### src/hdl/ghr_params.svh
// Constants of the graphics host register decode: offsets, fields, resets and timing.
// Behaviour
// Write-only byte at 00H holds horizontal coordinate bits 0 to 7.
// Write-only byte at 01H holds horizontal coordinate bits 8 to 11.
// Write-only byte at 02H holds vertical coordinate bits 0 to 7.
// Write-only byte at 03H holds vertical coordinate bits 8 to 11.
// Offsets 04H and 05H are read/write pixel data ports, strap-selected lanes.
// Reading 06H gives status; writing 06H loads the first control register.
// First control holds video, double resolution, DMA, frame grab and preset.
// Host initialises the first control register by writing it twice.
// Writing 07H loads pan and zoom control.
// Reading 08H gives the light pen position within the cell.
// Writes to 08H and 09H load the per-plane video output mask.
// Writes to 0AH and 0BH load the plane write mask, also used in preset.
// Reading 0CH gives vertical blanking and pen-loaded flags.
// Writing 0CH selects a timing register; 0EH reads or writes it; 14 exist.
// Writing 0FH steps coordinates up or down and may write the pixel.
// Host writes a timing index first, then its value.
// Data 00H then control A0H presets all memory with the data value.
// The timing controller works in 8 x 8 pixel cells on a cell clock.
// Host loads the plane write mask with ones before memory access.
// A one in coordinate high bits 1 to 3 blocks memory access; the code does not block it in DMA mode.
// Status bit 7 is one while preset or frame grab is in progress.
// In DMA mode coordinates increment before each transferred byte.
// Control bit 2 floats the TTL video; bit 3 doubles horizontal resolution.
// Low four address bits select one of sixteen locations above the base.
`ifndef GHR_PARAMS_SVH
`define GHR_PARAMS_SVH

`define GHR_OFS_X_LOW        4'h0
`define GHR_OFS_X_HIGH       4'h1
`define GHR_OFS_Y_LOW        4'h2
`define GHR_OFS_Y_HIGH       4'h3
`define GHR_OFS_DATA_LOW     4'h4
`define GHR_OFS_DATA_HIGH    4'h5
`define GHR_OFS_STATUS_CTRL1 4'h6
`define GHR_OFS_PAN_ZOOM     4'h7
`define GHR_OFS_PEN_OMASK_LO 4'h8
`define GHR_OFS_OMASK_HI     4'h9
`define GHR_OFS_WMASK_LO     4'ha
`define GHR_OFS_WMASK_HI     4'hb
`define GHR_OFS_TSTAT_INDEX  4'hc
`define GHR_OFS_TPORT        4'he
`define GHR_OFS_LINE_STEP    4'hf

`define GHR_CTRL1_FLOAT_BIT  2
`define GHR_CTRL1_DBLRES_BIT 3
`define GHR_CTRL1_DMA_BIT    4
`define GHR_CTRL1_FREEZE_BIT 5
`define GHR_CTRL1_PRESET_BIT 7
`define GHR_STAT_BUSY_BIT    7
`define GHR_STAT_PRESET_N    0
`define GHR_STEP_X_INC       0
`define GHR_STEP_X_DEC       1
`define GHR_STEP_Y_INC       2
`define GHR_STEP_Y_DEC       3
`define GHR_STEP_WRITE       4
`define GHR_TSTAT_PEN_BIT    6
`define GHR_TSTAT_VBL_BIT    5

`define GHR_RST_CTRL1        8'h20
`define GHR_RST_PAN_ZOOM     8'h20
`define GHR_RST_MASK         16'hffff
`define GHR_TIMING_REGS      14
`define GHR_CELL_SIZE        8

`define GHR_CLK_MHZ          10
`define GHR_ACK_SLOW_NS      500
`define GHR_ACK_FAST_NS      50
`define GHR_ACK_SLOW_CYC     ((`GHR_ACK_SLOW_NS * `GHR_CLK_MHZ) / 1000)
`define GHR_ACK_FAST_CYC     (((`GHR_ACK_FAST_NS * `GHR_CLK_MHZ) + 999) / 1000)
`define GHR_FRAME_US         20000
`define GHR_FRAME_CYC        (`GHR_FRAME_US * `GHR_CLK_MHZ)

`endif

### src/hdl/ghr_pkg.sv
// Types shared by the graphics host register decode.
package ghr_pkg;
	typedef logic [7:0]  ghr_byte_t;
	typedef logic [11:0] ghr_coord_t;
	typedef enum logic [1:0] {BUS_IDLE, BUS_WAIT, BUS_ACK} ghr_bus_e;
endpackage : ghr_pkg

### src/hdl/ghr_timing_regs.sv
// Indirect timing register file, cell position counters and pen capture.
`timescale 1ns/1ps
`include "ghr_params.svh"
module ghr_timing_regs
(
	input  wire logic              i_clk,
	input  wire logic              i_rst,
	input  wire logic              i_index_we,
	input  wire logic              i_port_we,
	input  wire ghr_pkg::ghr_byte_t i_wdata,
	input  wire logic              i_dot_tick,
	input  wire logic              i_line_tick,
	input  wire logic              i_vblank,
	input  wire logic              i_pen_hit,
	input  wire logic              i_pen_read,
	output ghr_pkg::ghr_byte_t     o_port_rdata,
	output ghr_pkg::ghr_byte_t     o_status,
	output ghr_pkg::ghr_byte_t     o_pen_pos,
	output logic                   o_cell_clk
);
	import ghr_pkg::*;

	ghr_byte_t  regs_q [`GHR_TIMING_REGS];
	logic [3:0] index_q;
	logic [2:0] dot_q;
	logic [2:0] line_q;
	logic       pen_full_q;
	ghr_byte_t  pen_q;
	wire        index_ok = (index_q < 4'(`GHR_TIMING_REGS));

	////////////////////////////////////////////////////////////////////////////
	always_ff @(posedge i_clk or posedge i_rst)
		if (i_rst)
			index_q <= 4'h0;
		else if (i_index_we)
			index_q <= i_wdata[3:0];

	// Indices past the last register are ignored on write and read as zero.
	genvar gi;
	generate
		for (gi = 0; gi < `GHR_TIMING_REGS; gi++)
		begin : g_reg
			always_ff @(posedge i_clk or posedge i_rst)
				if (i_rst)
					regs_q[gi] <= 8'h00;
				else if (i_port_we && index_q == 4'(gi))
					regs_q[gi] <= i_wdata;
		end
	endgenerate

	assign o_port_rdata = index_ok ? regs_q[index_q] : 8'h00;

	////////////////////////////////////////////////////////////////////////////
	// Cell counters: the timing registers count cells, this counts pixels inside one.
	always_ff @(posedge i_clk or posedge i_rst)
		if (i_rst)
		begin
			dot_q  <= 3'h0;
			line_q <= 3'h0;
		end
		else
		begin
			if (i_line_tick)
				dot_q <= 3'h0;
			else if (i_dot_tick)
				dot_q <= dot_q + 3'h1;
			if (i_vblank)
				line_q <= 3'h0;
			else if (i_line_tick)
				line_q <= line_q + 3'h1;
		end

	assign o_cell_clk = i_dot_tick && dot_q == 3'(`GHR_CELL_SIZE - 1);

	// A new hit in the cycle of the clearing read keeps the flag set.
	always_ff @(posedge i_clk or posedge i_rst)
		if (i_rst)
		begin
			pen_full_q <= 1'b0;
			pen_q      <= 8'h00;
		end
		else
		begin
			if (i_pen_hit)
				pen_q <= {2'b00, line_q, dot_q};
			pen_full_q <= i_pen_hit | (pen_full_q & ~i_pen_read);
		end

	assign o_pen_pos = pen_q;
	assign o_status  = {1'b0, pen_full_q, i_vblank, 5'h00};

	////////////////////////////////////////////////////////////////////////////
	property p_index_port;
		@(posedge i_clk) disable iff (i_rst)
		(i_port_we && index_ok) |=> (o_port_rdata == $past(i_wdata));
	endproperty
	a_index_port: assert property (p_index_port) else $error("timing port write lost");

	property p_pen_flag;
		@(posedge i_clk) disable iff (i_rst)
		i_pen_hit |=> o_status[`GHR_TSTAT_PEN_BIT] && o_pen_pos[5:0] == {$past(line_q), $past(dot_q)};
	endproperty
	a_pen_flag: assert property (p_pen_flag) else $error("pen capture wrong");
endmodule : ghr_timing_regs

### src/hdl/ghr_host_regs.sv
// Host register decode of the bit-plane graphics controller board.
`timescale 1ns/1ps
`include "ghr_params.svh"
module ghr_host_regs
#(
	parameter int unsigned FRAME_CYCLES = `GHR_FRAME_CYC
)
(
	input  wire logic               i_clk,
	input  wire logic               i_rst,
	input  wire logic [7:0]         i_addr,
	input  wire logic [3:0]         i_base_strap,
	input  wire logic               i_rd_cmd_n,
	input  wire logic               i_wr_cmd_n,
	input  wire logic [7:0]         i_data,
	output ghr_pkg::ghr_byte_t      o_data,
	output logic                    o_data_oe_n,
	output logic                    o_transfer_ack_n,
	output logic                    o_transfer_ack_oe_n,
	input  wire logic [15:0]        i_lane_strap,
	input  wire logic               i_dma_xfer,
	input  wire logic               i_dot_tick,
	input  wire logic               i_line_tick,
	input  wire logic               i_vblank,
	input  wire logic               i_pen_hit,
	output ghr_pkg::ghr_coord_t     o_mem_x,
	output ghr_pkg::ghr_coord_t     o_mem_y,
	output logic                    o_mem_req,
	output logic                    o_mem_we,
	output logic [15:0]             o_mem_wdata,
	input  wire logic               i_mem_ready,
	input  wire logic [15:0]        i_mem_rdata,
	output logic                    o_mem_clip,
	output logic [15:0]             o_plane_write_mask,
	output logic [15:0]             o_output_mask,
	output logic                    o_ttl_output_float,
	output logic                    o_double_horizontal_res,
	output logic                    o_dma_mode,
	output logic                    o_frame_grab_freeze,
	output logic                    o_preset_busy_flag,
	output logic                    o_preset_active,
	output ghr_pkg::ghr_byte_t      o_pan_zoom,
	output logic                    o_cell_clk
);
	import ghr_pkg::*;

	localparam int unsigned SLOW_CYC = `GHR_ACK_SLOW_CYC;
	localparam int unsigned FAST_CYC = `GHR_ACK_FAST_CYC;

	////////////////////////////////////////////////////////////////////////////
	// Bus, strap and video pins pass two flops; i_dot_tick, i_dma_xfer and the memory inputs do not.
	logic [7:0]  addr_s1_q, addr_s2_q, data_s1_q, data_s2_q;
	logic [3:0]  base_s1_q, base_s2_q;
	logic [15:0] lane_s1_q, lane_s2_q;
	logic [4:0]  pin_s1_q, pin_s2_q;
	logic [1:0]  tick_q;

	always_ff @(posedge i_clk or posedge i_rst)
		if (i_rst)
		begin
			addr_s1_q <= 8'h00;
			addr_s2_q <= 8'h00;
			data_s1_q <= 8'h00;
			data_s2_q <= 8'h00;
			base_s1_q <= 4'h0;
			base_s2_q <= 4'h0;
			lane_s1_q <= 16'h0000;
			lane_s2_q <= 16'h0000;
			pin_s1_q  <= 5'h03;
			pin_s2_q  <= 5'h03;
			tick_q    <= 2'h0;
		end
		else
		begin
			addr_s1_q <= i_addr;
			addr_s2_q <= addr_s1_q;
			data_s1_q <= i_data;
			data_s2_q <= data_s1_q;
			base_s1_q <= i_base_strap;
			base_s2_q <= base_s1_q;
			lane_s1_q <= i_lane_strap;
			lane_s2_q <= lane_s1_q;
			pin_s1_q  <= {i_pen_hit, i_vblank, i_line_tick, i_wr_cmd_n, i_rd_cmd_n};
			pin_s2_q  <= pin_s1_q;
			tick_q    <= {pin_s2_q[4], pin_s2_q[2]};
		end

	wire       rd_act   = ~pin_s2_q[0];
	wire       wr_act   = ~pin_s2_q[1];
	wire       line_p   = pin_s2_q[2] & ~tick_q[0];
	wire       vblank_s = pin_s2_q[3];
	wire       pen_p    = pin_s2_q[4] & ~tick_q[1];
	wire       hit      = addr_s2_q[7:4] == base_s2_q;
	wire [3:0] ofs      = addr_s2_q[3:0];

	////////////////////////////////////////////////////////////////////////////
	ghr_bus_e    st_q;
	logic [2:0]  cnt_q;
	ghr_byte_t   rdata_q;
	ghr_coord_t  x_q, y_q;
	logic [15:0] pix_q, omask_q, wmask_q;
	ghr_byte_t   ctrl1_q, pz_q;
	logic        req_q, we_q, mem_rd_q;
	logic [31:0] preset_cnt_q;

	wire go     = st_q == BUS_IDLE && hit && (rd_act ^ wr_act);
	wire wr_go  = go && wr_act;
	wire rd_go  = go && rd_act;
	wire slow   = ofs <= `GHR_OFS_STATUS_CTRL1 || ofs == `GHR_OFS_LINE_STEP;
	wire w00    = wr_go && ofs == `GHR_OFS_X_LOW;
	wire w01    = wr_go && ofs == `GHR_OFS_X_HIGH;
	wire w02    = wr_go && ofs == `GHR_OFS_Y_LOW;
	wire w03    = wr_go && ofs == `GHR_OFS_Y_HIGH;
	wire w04    = wr_go && ofs == `GHR_OFS_DATA_LOW;
	wire w05    = wr_go && ofs == `GHR_OFS_DATA_HIGH;
	wire w06    = wr_go && ofs == `GHR_OFS_STATUS_CTRL1;
	wire w07    = wr_go && ofs == `GHR_OFS_PAN_ZOOM;
	wire w08    = wr_go && ofs == `GHR_OFS_PEN_OMASK_LO;
	wire w09    = wr_go && ofs == `GHR_OFS_OMASK_HI;
	wire w0a    = wr_go && ofs == `GHR_OFS_WMASK_LO;
	wire w0b    = wr_go && ofs == `GHR_OFS_WMASK_HI;
	wire w0c    = wr_go && ofs == `GHR_OFS_TSTAT_INDEX;
	wire w0e    = wr_go && ofs == `GHR_OFS_TPORT;
	wire w0f    = wr_go && ofs == `GHR_OFS_LINE_STEP;
	wire r_pix  = rd_go && (ofs == `GHR_OFS_DATA_LOW || ofs == `GHR_OFS_DATA_HIGH);
	wire r08    = rd_go && ofs == `GHR_OFS_PEN_OMASK_LO;
	wire dma    = ctrl1_q[`GHR_CTRL1_DMA_BIT];
	wire step_w = w0f && data_s2_q[`GHR_STEP_WRITE];
	wire mem_go = w04 || w05 || step_w || r_pix;
	wire preset = preset_cnt_q != 32'h0;
	wire busy   = preset || !ctrl1_q[`GHR_CTRL1_FREEZE_BIT];
	wire ack    = st_q == BUS_ACK;

	ghr_byte_t tport, tstat, pen_pos, status, rd_mux;
	logic [15:0] lanes_in;

	assign status = {busy, 6'h00, ~preset};
	assign lanes_in = {data_s2_q, data_s2_q} & lane_s2_q;

	// Unselected lanes read as zero.
	always_comb
	begin
		unique case (ofs)
			`GHR_OFS_DATA_LOW:     rd_mux = pix_q[7:0] & lane_s2_q[7:0];
			`GHR_OFS_DATA_HIGH:    rd_mux = pix_q[15:8] & lane_s2_q[15:8];
			`GHR_OFS_STATUS_CTRL1: rd_mux = status;
			`GHR_OFS_PEN_OMASK_LO: rd_mux = pen_pos;
			`GHR_OFS_TSTAT_INDEX:  rd_mux = tstat;
			`GHR_OFS_TPORT:        rd_mux = tport;
			default:               rd_mux = 8'h00;
		endcase
	end

	////////////////////////////////////////////////////////////////////////////
	// The acknowledge waits for the fixed access time and for any memory cycle.
	always_ff @(posedge i_clk or posedge i_rst)
		if (i_rst)
		begin
			st_q    <= BUS_IDLE;
			cnt_q   <= 3'h0;
			rdata_q <= 8'h00;
		end
		else
		begin
			unique case (st_q)
				BUS_IDLE:
					if (go)
					begin
						st_q  <= BUS_WAIT;
						cnt_q <= slow ? 3'(SLOW_CYC - 1) : 3'(FAST_CYC - 1);
					end
				BUS_WAIT:
					if (cnt_q != 3'h0)
						cnt_q <= cnt_q - 3'h1;
					else if (!req_q)
					begin
						st_q    <= BUS_ACK;
						rdata_q <= rd_mux;
					end
				BUS_ACK:
					if (!rd_act && !wr_act)
						st_q <= BUS_IDLE;
			endcase
		end

	assign o_transfer_ack_n    = ~ack;
	assign o_transfer_ack_oe_n = ~ack;
	assign o_data              = rdata_q;
	assign o_data_oe_n         = ~(ack && rd_act);

	////////////////////////////////////////////////////////////////////////////
	// Coordinates: direct loads, line stepping and DMA pre-increment share one register.
	always_ff @(posedge i_clk or posedge i_rst)
		if (i_rst)
		begin
			x_q <= 12'h000;
			y_q <= 12'h000;
		end
		else if (dma && i_dma_xfer)
		begin
			x_q <= x_q + 12'h001;
			if (x_q == 12'hfff)
				y_q <= y_q + 12'h001;
		end
		else
		begin
			if (w00)
				x_q[7:0] <= data_s2_q;
			if (w01)
				x_q[11:8] <= data_s2_q[3:0];
			if (w02)
				y_q[7:0] <= data_s2_q;
			if (w03)
				y_q[11:8] <= data_s2_q[3:0];
			if (w0f && data_s2_q[`GHR_STEP_X_INC])
				x_q <= x_q + 12'h001;
			else if (w0f && data_s2_q[`GHR_STEP_X_DEC])
				x_q <= x_q - 12'h001;
			if (w0f && data_s2_q[`GHR_STEP_Y_INC])
				y_q <= y_q + 12'h001;
			else if (w0f && data_s2_q[`GHR_STEP_Y_DEC])
				y_q <= y_q - 12'h001;
		end

	assign o_mem_x    = x_q;
	assign o_mem_y    = y_q;
	assign o_mem_clip = !dma && (x_q[11:9] != 3'h0 || y_q[11:9] != 3'h0);

	////////////////////////////////////////////////////////////////////////////
	always_ff @(posedge i_clk or posedge i_rst)
		if (i_rst)
		begin
			pix_q   <= 16'h0000;
			ctrl1_q <= `GHR_RST_CTRL1;
			pz_q    <= `GHR_RST_PAN_ZOOM;
			omask_q <= `GHR_RST_MASK;
			wmask_q <= `GHR_RST_MASK;
		end
		else
		begin
			if (w04)
				pix_q[7:0] <= lanes_in[7:0];
			if (w05)
				pix_q[15:8] <= lanes_in[15:8];
			if (req_q && mem_rd_q && i_mem_ready)
				pix_q <= i_mem_rdata & lane_s2_q;
			if (w06)
				ctrl1_q <= data_s2_q;
			if (w07)
				pz_q <= data_s2_q;
			if (w08)
				omask_q[7:0] <= data_s2_q;
			if (w09)
				omask_q[15:8] <= data_s2_q;
			if (w0a)
				wmask_q[7:0] <= data_s2_q;
			if (w0b)
				wmask_q[15:8] <= data_s2_q;
		end

	// A preset runs for one frame; a second start restarts the count.
	always_ff @(posedge i_clk or posedge i_rst)
		if (i_rst)
			preset_cnt_q <= 32'h0;
		else if (w06 && data_s2_q[`GHR_CTRL1_PRESET_BIT])
			preset_cnt_q <= 32'(FRAME_CYCLES);
		else if (preset)
			preset_cnt_q <= preset_cnt_q - 32'h1;

	// Memory request stays up until the memory side accepts it.
	always_ff @(posedge i_clk or posedge i_rst)
		if (i_rst)
		begin
			req_q    <= 1'b0;
			we_q     <= 1'b0;
			mem_rd_q <= 1'b0;
		end
		else if (mem_go && !o_mem_clip)
		begin
			req_q    <= 1'b1;
			we_q     <= !r_pix;
			mem_rd_q <= r_pix;
		end
		else if (i_mem_ready)
		begin
			req_q    <= 1'b0;
			mem_rd_q <= 1'b0;
		end

	assign o_mem_req               = req_q;
	assign o_mem_we                = we_q;
	assign o_mem_wdata             = pix_q;
	assign o_plane_write_mask      = wmask_q;
	assign o_output_mask           = omask_q;
	assign o_ttl_output_float      = ctrl1_q[`GHR_CTRL1_FLOAT_BIT];
	assign o_double_horizontal_res = ctrl1_q[`GHR_CTRL1_DBLRES_BIT];
	assign o_dma_mode              = dma;
	assign o_frame_grab_freeze     = ctrl1_q[`GHR_CTRL1_FREEZE_BIT];
	assign o_preset_busy_flag      = busy;
	assign o_preset_active         = preset;
	assign o_pan_zoom              = pz_q;

	////////////////////////////////////////////////////////////////////////////
	ghr_timing_regs u_timing
	(
		.i_clk        (i_clk),
		.i_rst        (i_rst),
		.i_index_we   (w0c),
		.i_port_we    (w0e),
		.i_wdata      (data_s2_q),
		.i_dot_tick   (i_dot_tick),
		.i_line_tick  (line_p),
		.i_vblank     (vblank_s),
		.i_pen_hit    (pen_p),
		.i_pen_read   (r08),
		.o_port_rdata (tport),
		.o_status     (tstat),
		.o_pen_pos    (pen_pos),
		.o_cell_clk   (o_cell_clk)
	);

	////////////////////////////////////////////////////////////////////////////
	property p_ack_slow;
		@(posedge i_clk) disable iff (i_rst)
		(go && slow) |=> !ack [*5];
	endproperty
	a_ack_slow: assert property (p_ack_slow) else $error("slow access acked early");

	property p_ack_fast;
		@(posedge i_clk) disable iff (i_rst)
		(go && !slow && !mem_go && !req_q) |-> ##2 ack;
	endproperty
	a_ack_fast: assert property (p_ack_fast) else $error("fast access ack late");

	property p_x_low;
		@(posedge i_clk) disable iff (i_rst)
		(w00 && !(dma && i_dma_xfer)) |=> x_q[7:0] == $past(data_s2_q);
	endproperty
	a_x_low: assert property (p_x_low) else $error("x low not loaded");

	property p_y_high;
		@(posedge i_clk) disable iff (i_rst)
		(w03 && !(dma && i_dma_xfer)) |=> y_q[11:8] == $past(data_s2_q[3:0]);
	endproperty
	a_y_high: assert property (p_y_high) else $error("y high not loaded");

	property p_clip;
		@(posedge i_clk) disable iff (i_rst)
		(mem_go && o_mem_clip && !req_q) |=> !req_q;
	endproperty
	a_clip: assert property (p_clip) else $error("clipped access reached memory");

	property p_step;
		@(posedge i_clk) disable iff (i_rst)
		(w0f && data_s2_q[3:0] == 4'h1 && !(dma && i_dma_xfer))
			|=> x_q == $past(x_q) + 12'h001 && y_q == $past(y_q);
	endproperty
	a_step: assert property (p_step) else $error("line step wrong");

	property p_preset;
		@(posedge i_clk) disable iff (i_rst)
		(w06 && data_s2_q[`GHR_CTRL1_PRESET_BIT]) |=> o_preset_active && o_preset_busy_flag;
	endproperty
	a_preset: assert property (p_preset) else $error("preset did not start");

	property p_ctrl_out;
		@(posedge i_clk) disable iff (i_rst)
		w06 |=> o_ttl_output_float == $past(data_s2_q[2]) && o_double_horizontal_res == $past(data_s2_q[3]);
	endproperty
	a_ctrl_out: assert property (p_ctrl_out) else $error("control outputs wrong");

	property p_dma_inc;
		@(posedge i_clk) disable iff (i_rst)
		(dma && i_dma_xfer && x_q != 12'hfff) |=> x_q == $past(x_q) + 12'h001;
	endproperty
	a_dma_inc: assert property (p_dma_inc) else $error("dma increment missing");

	property p_wmask;
		@(posedge i_clk) disable iff (i_rst)
		w0a |=> o_plane_write_mask[7:0] == $past(data_s2_q);
	endproperty
	a_wmask: assert property (p_wmask) else $error("write mask not loaded");
endmodule : ghr_host_regs

### config.mk
export PLATFORM = sky130hd
export DESIGN_NAME = ghr_host_regs
export DESIGN_NICKNAME = d
export VERILOG_FILES = /design/src/hdl/ghr_pkg.sv /design/src/hdl/ghr_timing_regs.sv /design/src/hdl/ghr_host_regs.sv
export VERILOG_INCLUDE_DIRS = /design/src /design/src/hdl
export SDC_FILE = /design/constraint.sdc
export NUM_CORES = 1
export LEC_CHECK = 0
export BUFFER_PORTS_ARGS = -buffer_cell sky130_fd_sc_hd__buf_2
export CORE_ASPECT_RATIO = 1.2
export CORE_MARGIN = 5
export CORE_UTILIZATION = 45
export DETAILED_ROUTE_END_ITERATION = 7
export PLACE_DENSITY = 0.67
export SYNTH_ARGS = -nofsm -noshare
export SYNTH_HDL_FRONTEND = slang
export SYNTH_SLANG_ARGS = --single-unit
### constraint.sdc
create_clock -name i_clk -period 20.3 [get_ports i_clk]
set_clock_uncertainty 0.15 [all_clocks]
set_input_delay 2.03 -clock i_clk [delete_from_list [all_inputs] [get_ports i_clk]]
set_output_delay 2.03 -clock i_clk [all_outputs]
set_load 0.005 [all_outputs]
==> results.ini <==
[status]
outcome = completed

[finish]
final_cell_count_no_fill = 1953
layout-drive-gt1-share = 0.330
final_nets = 1542
syn_to_final_growth_pct = 14.9
final_common_cell = dfrtp_1
layout_common_cells = dfrtp_1 (307), mux2_2 (168), buf_2 (162)

[routing]
wl_per_cell_um = 20.6
via_count = 11052
remaining_drc_errors = 0
viasPerCell = 5.66
antenna_left = 0
wirelength_um = 40100
drtIter0Drc = 658
firstDrtPassIters = 6

[place]
hpwl_um = 27700
gp_congestion = 0.853
place_ws_ps = 15390
place_inst = 1889
io_buffers = 162

[clock_tree]
clk_pin_slew_worst_paths_ps = 60
cts_setup_buffers = 0
cts.sinks = 345
cts_resized = 0
cts_root_buf = clkbuf_16
cts_made_buffers = 36
clockBufferDepth = 3
cts_tree = done
htree_levels = 2
clkLatencyLatePin_ps = 530
hold_buffers = 0

[timing]
finalSetupTns_ps = 0
hold_viol_final = 0
max_clock_freq_mhz = 213
finalCriticalPeriod_ps = 4680
finalWorstSetupSlack_ps = 15620
finalCritPeriodShare = 0.231
worst_pin_slew_ps = 1200
rsz0062_at_grt = no
setup-violations-final = 0
max_slew_margin = 0.202
drv_slew = 0

[yosys]
synth_compound_area_frac = 0.0798
synthFlopType = dfrtp_1
synthMuxAreaShare = 0.169
synth-edff-count = 0
syn_area_um2 = 15800
synth_adder_area_share = 0.0119
synth.net_count = 1405
synth.distinct_cells = 79
ys_ff_latch = 345
synth-xor-area-share = 0.0266
syn_area_per_cell_um2 = 11.9
ys_seq_area_frac = 0.550
ys_warn_count = 0
synthesis.instances = 1328
synth_top_family_by_area = multiplexers
async_reset_ff_frac = 1.00
synthSimpleGateAreaFrac = 0.134

[die]
row_count = 75
die_w_um = 181
fp.dieH_um = 215
io_pins = 163
core_area_um2 = 34800
initial_core_util = 0.453
dieArea_um2 = 38900

[power]
max-vdd-ir-drop_mv = 0.0432
p_leak_nw = 8.37
p_total_w = 0.00175
powerDensity_nw_per_um2 = 96.3

[grt]
grt_max_degree = 129
grt_usage = 0.205
antenna_found_initial = 1
grt.overflow.total = 0
grt_pass1_wl_um = 63900
grt_pass1_vias = 11316

[critical_path]
crit_type = flip-flop to output pin
worstPathCellList = nor4_1 -> nand2_1 -> nor2_1 -> nand3_1 -> buf_2
end_kind = output pin
start_kind = flip-flop
cp_slowest_cell = nor4_1
arrival_ps = 2500
cp_max_fo = 5
slowest_delay_ps = 640
crit_required_ps = 18120

[flow_run]
drv_cap = 0

[hold_path]
hold_path.class = flip-flop to flip-flop

==> cell type report <==
type                       instances  area, um2
antenna                            1       2.50
clock buffer                      52       1040
timing repair buffer             176        916
multi-input combinational        881       6660
tap                              462        578
sequential                       345       8680
clock inverter                    11        150
inverter                          25        101
fill                            3004      16700
==> metrics by stage <==
step | hold slack, ps | instance area [um2] | utilization
floorplan | 181 | 15800 | -
global placement | 184 | 16900 | 0.486
detailed placement | 185 | 16900 | 0.486
CTS | 189 | 18100 | 0.521
global route | 192 | 18100 | 0.521
finish | 188 | 18100 | 0.521
==> report_power, final <==
part	total [W]	switching (W)	internal (W)
Combinational	0.000259	0.000149	0.000109
Sequential	0.000822	0.0000729	0.000749
Clock	0.000666	0.000268	0.000397
Total	0.00175	0.000491	0.00126
==> state kept, by name, summed over array words and instances, names as in the netlist, 4 cells and up <==
| register | cells |
|---|---|
| addr_s2_q | 8 |
| data_s2_q | 8 |
| data_s1_q | 8 |
| base_s2_q | 4 |
| pin_s1_q | 5 |
| o_plane_write_mask | 16 |
| o_mem_wdata | 16 |
| ctrl1_q | 4 |
| lane_s1_q | 16 |
| o_mem_y | 12 |
| preset_cnt_q | 32 |
| lane_s2_q | 16 |
| pin_s2_q | 5 |
| o_mem_x | 12 |
| u_timing.o_pen_pos | 6 |
| o_output_mask | 16 |
| o_pan_zoom | 8 |
| addr_s1_q | 8 |
| u_timing.index_q | 4 |
| o_data | 8 |
| u_timing.regs_q | 112 |
| base_s1_q | 4 |
==> Yosys cell counts (all sizes together) (7+ instances only) <==
cell type	count	area, um2
nand2	146	556
and3	16	104
o21ai	47	235
o221ai	10	87.6
buf	30	159
inv	25	93.8
nand3	49	263
nor2b	10	62.6
xor2	22	193
clkbuf	47	198
dfstp	38	998
or3	8	50.1
nand2b	10	62.6
a21o	7	52.6
nor2	81	309
nand4	12	75.1
and2	10	62.6
xnor2	26	228
nor3	25	153
mux4	24	541
a31oi	13	81.3
nor4	17	136
dfrtp	307	7680
mux2i	24	240
ha	15	188
a21oi	40	200
mux2	168	1890
a221o	8	80.1
==> metal layers <==
| layer | part of all wire | wire length (um) | GRT usage | vias to the layer above |
|---|---|---|---|---|
| met4 | 0.037 | 1470 | 0.0731 | 0 |
| li1 | - | - | - | 5043 |
| met2 | 0.50 | 20100 | 0.350 | 312 |
| met3 | 0.050 | 2020 | 0.0365 | 85 |
| met1 | 0.41 | 16600 | 0.263 | 5612 |
| met5 | 0 | 0 | 0 | - |
==> cells by family (layout without fill, tap and decap cells) <==
logic type | count (synthesis) | count (layout)
and+or+nand+nor | 414 | 414
DFF | 345 | 345
muxes | 216 | 216
AOI/OAI and AO/OA | 188 | 188
buffers and inverters | 102 | 264
xor gates and xnor gates | 48 | 48
adders and majority gates | 15 | 15
other | 0 | 1
==> path summary, 6_finish.rpt <==
path / start / to / slack (ps) / depth (start not counted)
worst max-delay path: preset_cnt_q[24] / o_preset_busy_flag / 15620 / 5
worst min-delay path: base_s1_q[0] / base_s2_q[0] / 190 / 0
worst max register to register: st_q[0] / o_mem_y[3] / 16620 / 8
worst min register to register: base_s1_q[0] / base_s2_q[0] / 190 / 0
max in group asynchronous: i_rst / o_mem_y[10] / 16100 / 4
min in group asynchronous: i_rst / base_s2_q[0] / 1550 / 2
==> critical path, delay by kind of cell (launching register included) <==
family	cells	cell delay, ps
simple gates	4	1380
flops	1	430
buf+inv	1	170
No activity file was read; power rests on OpenSTA's default activity.
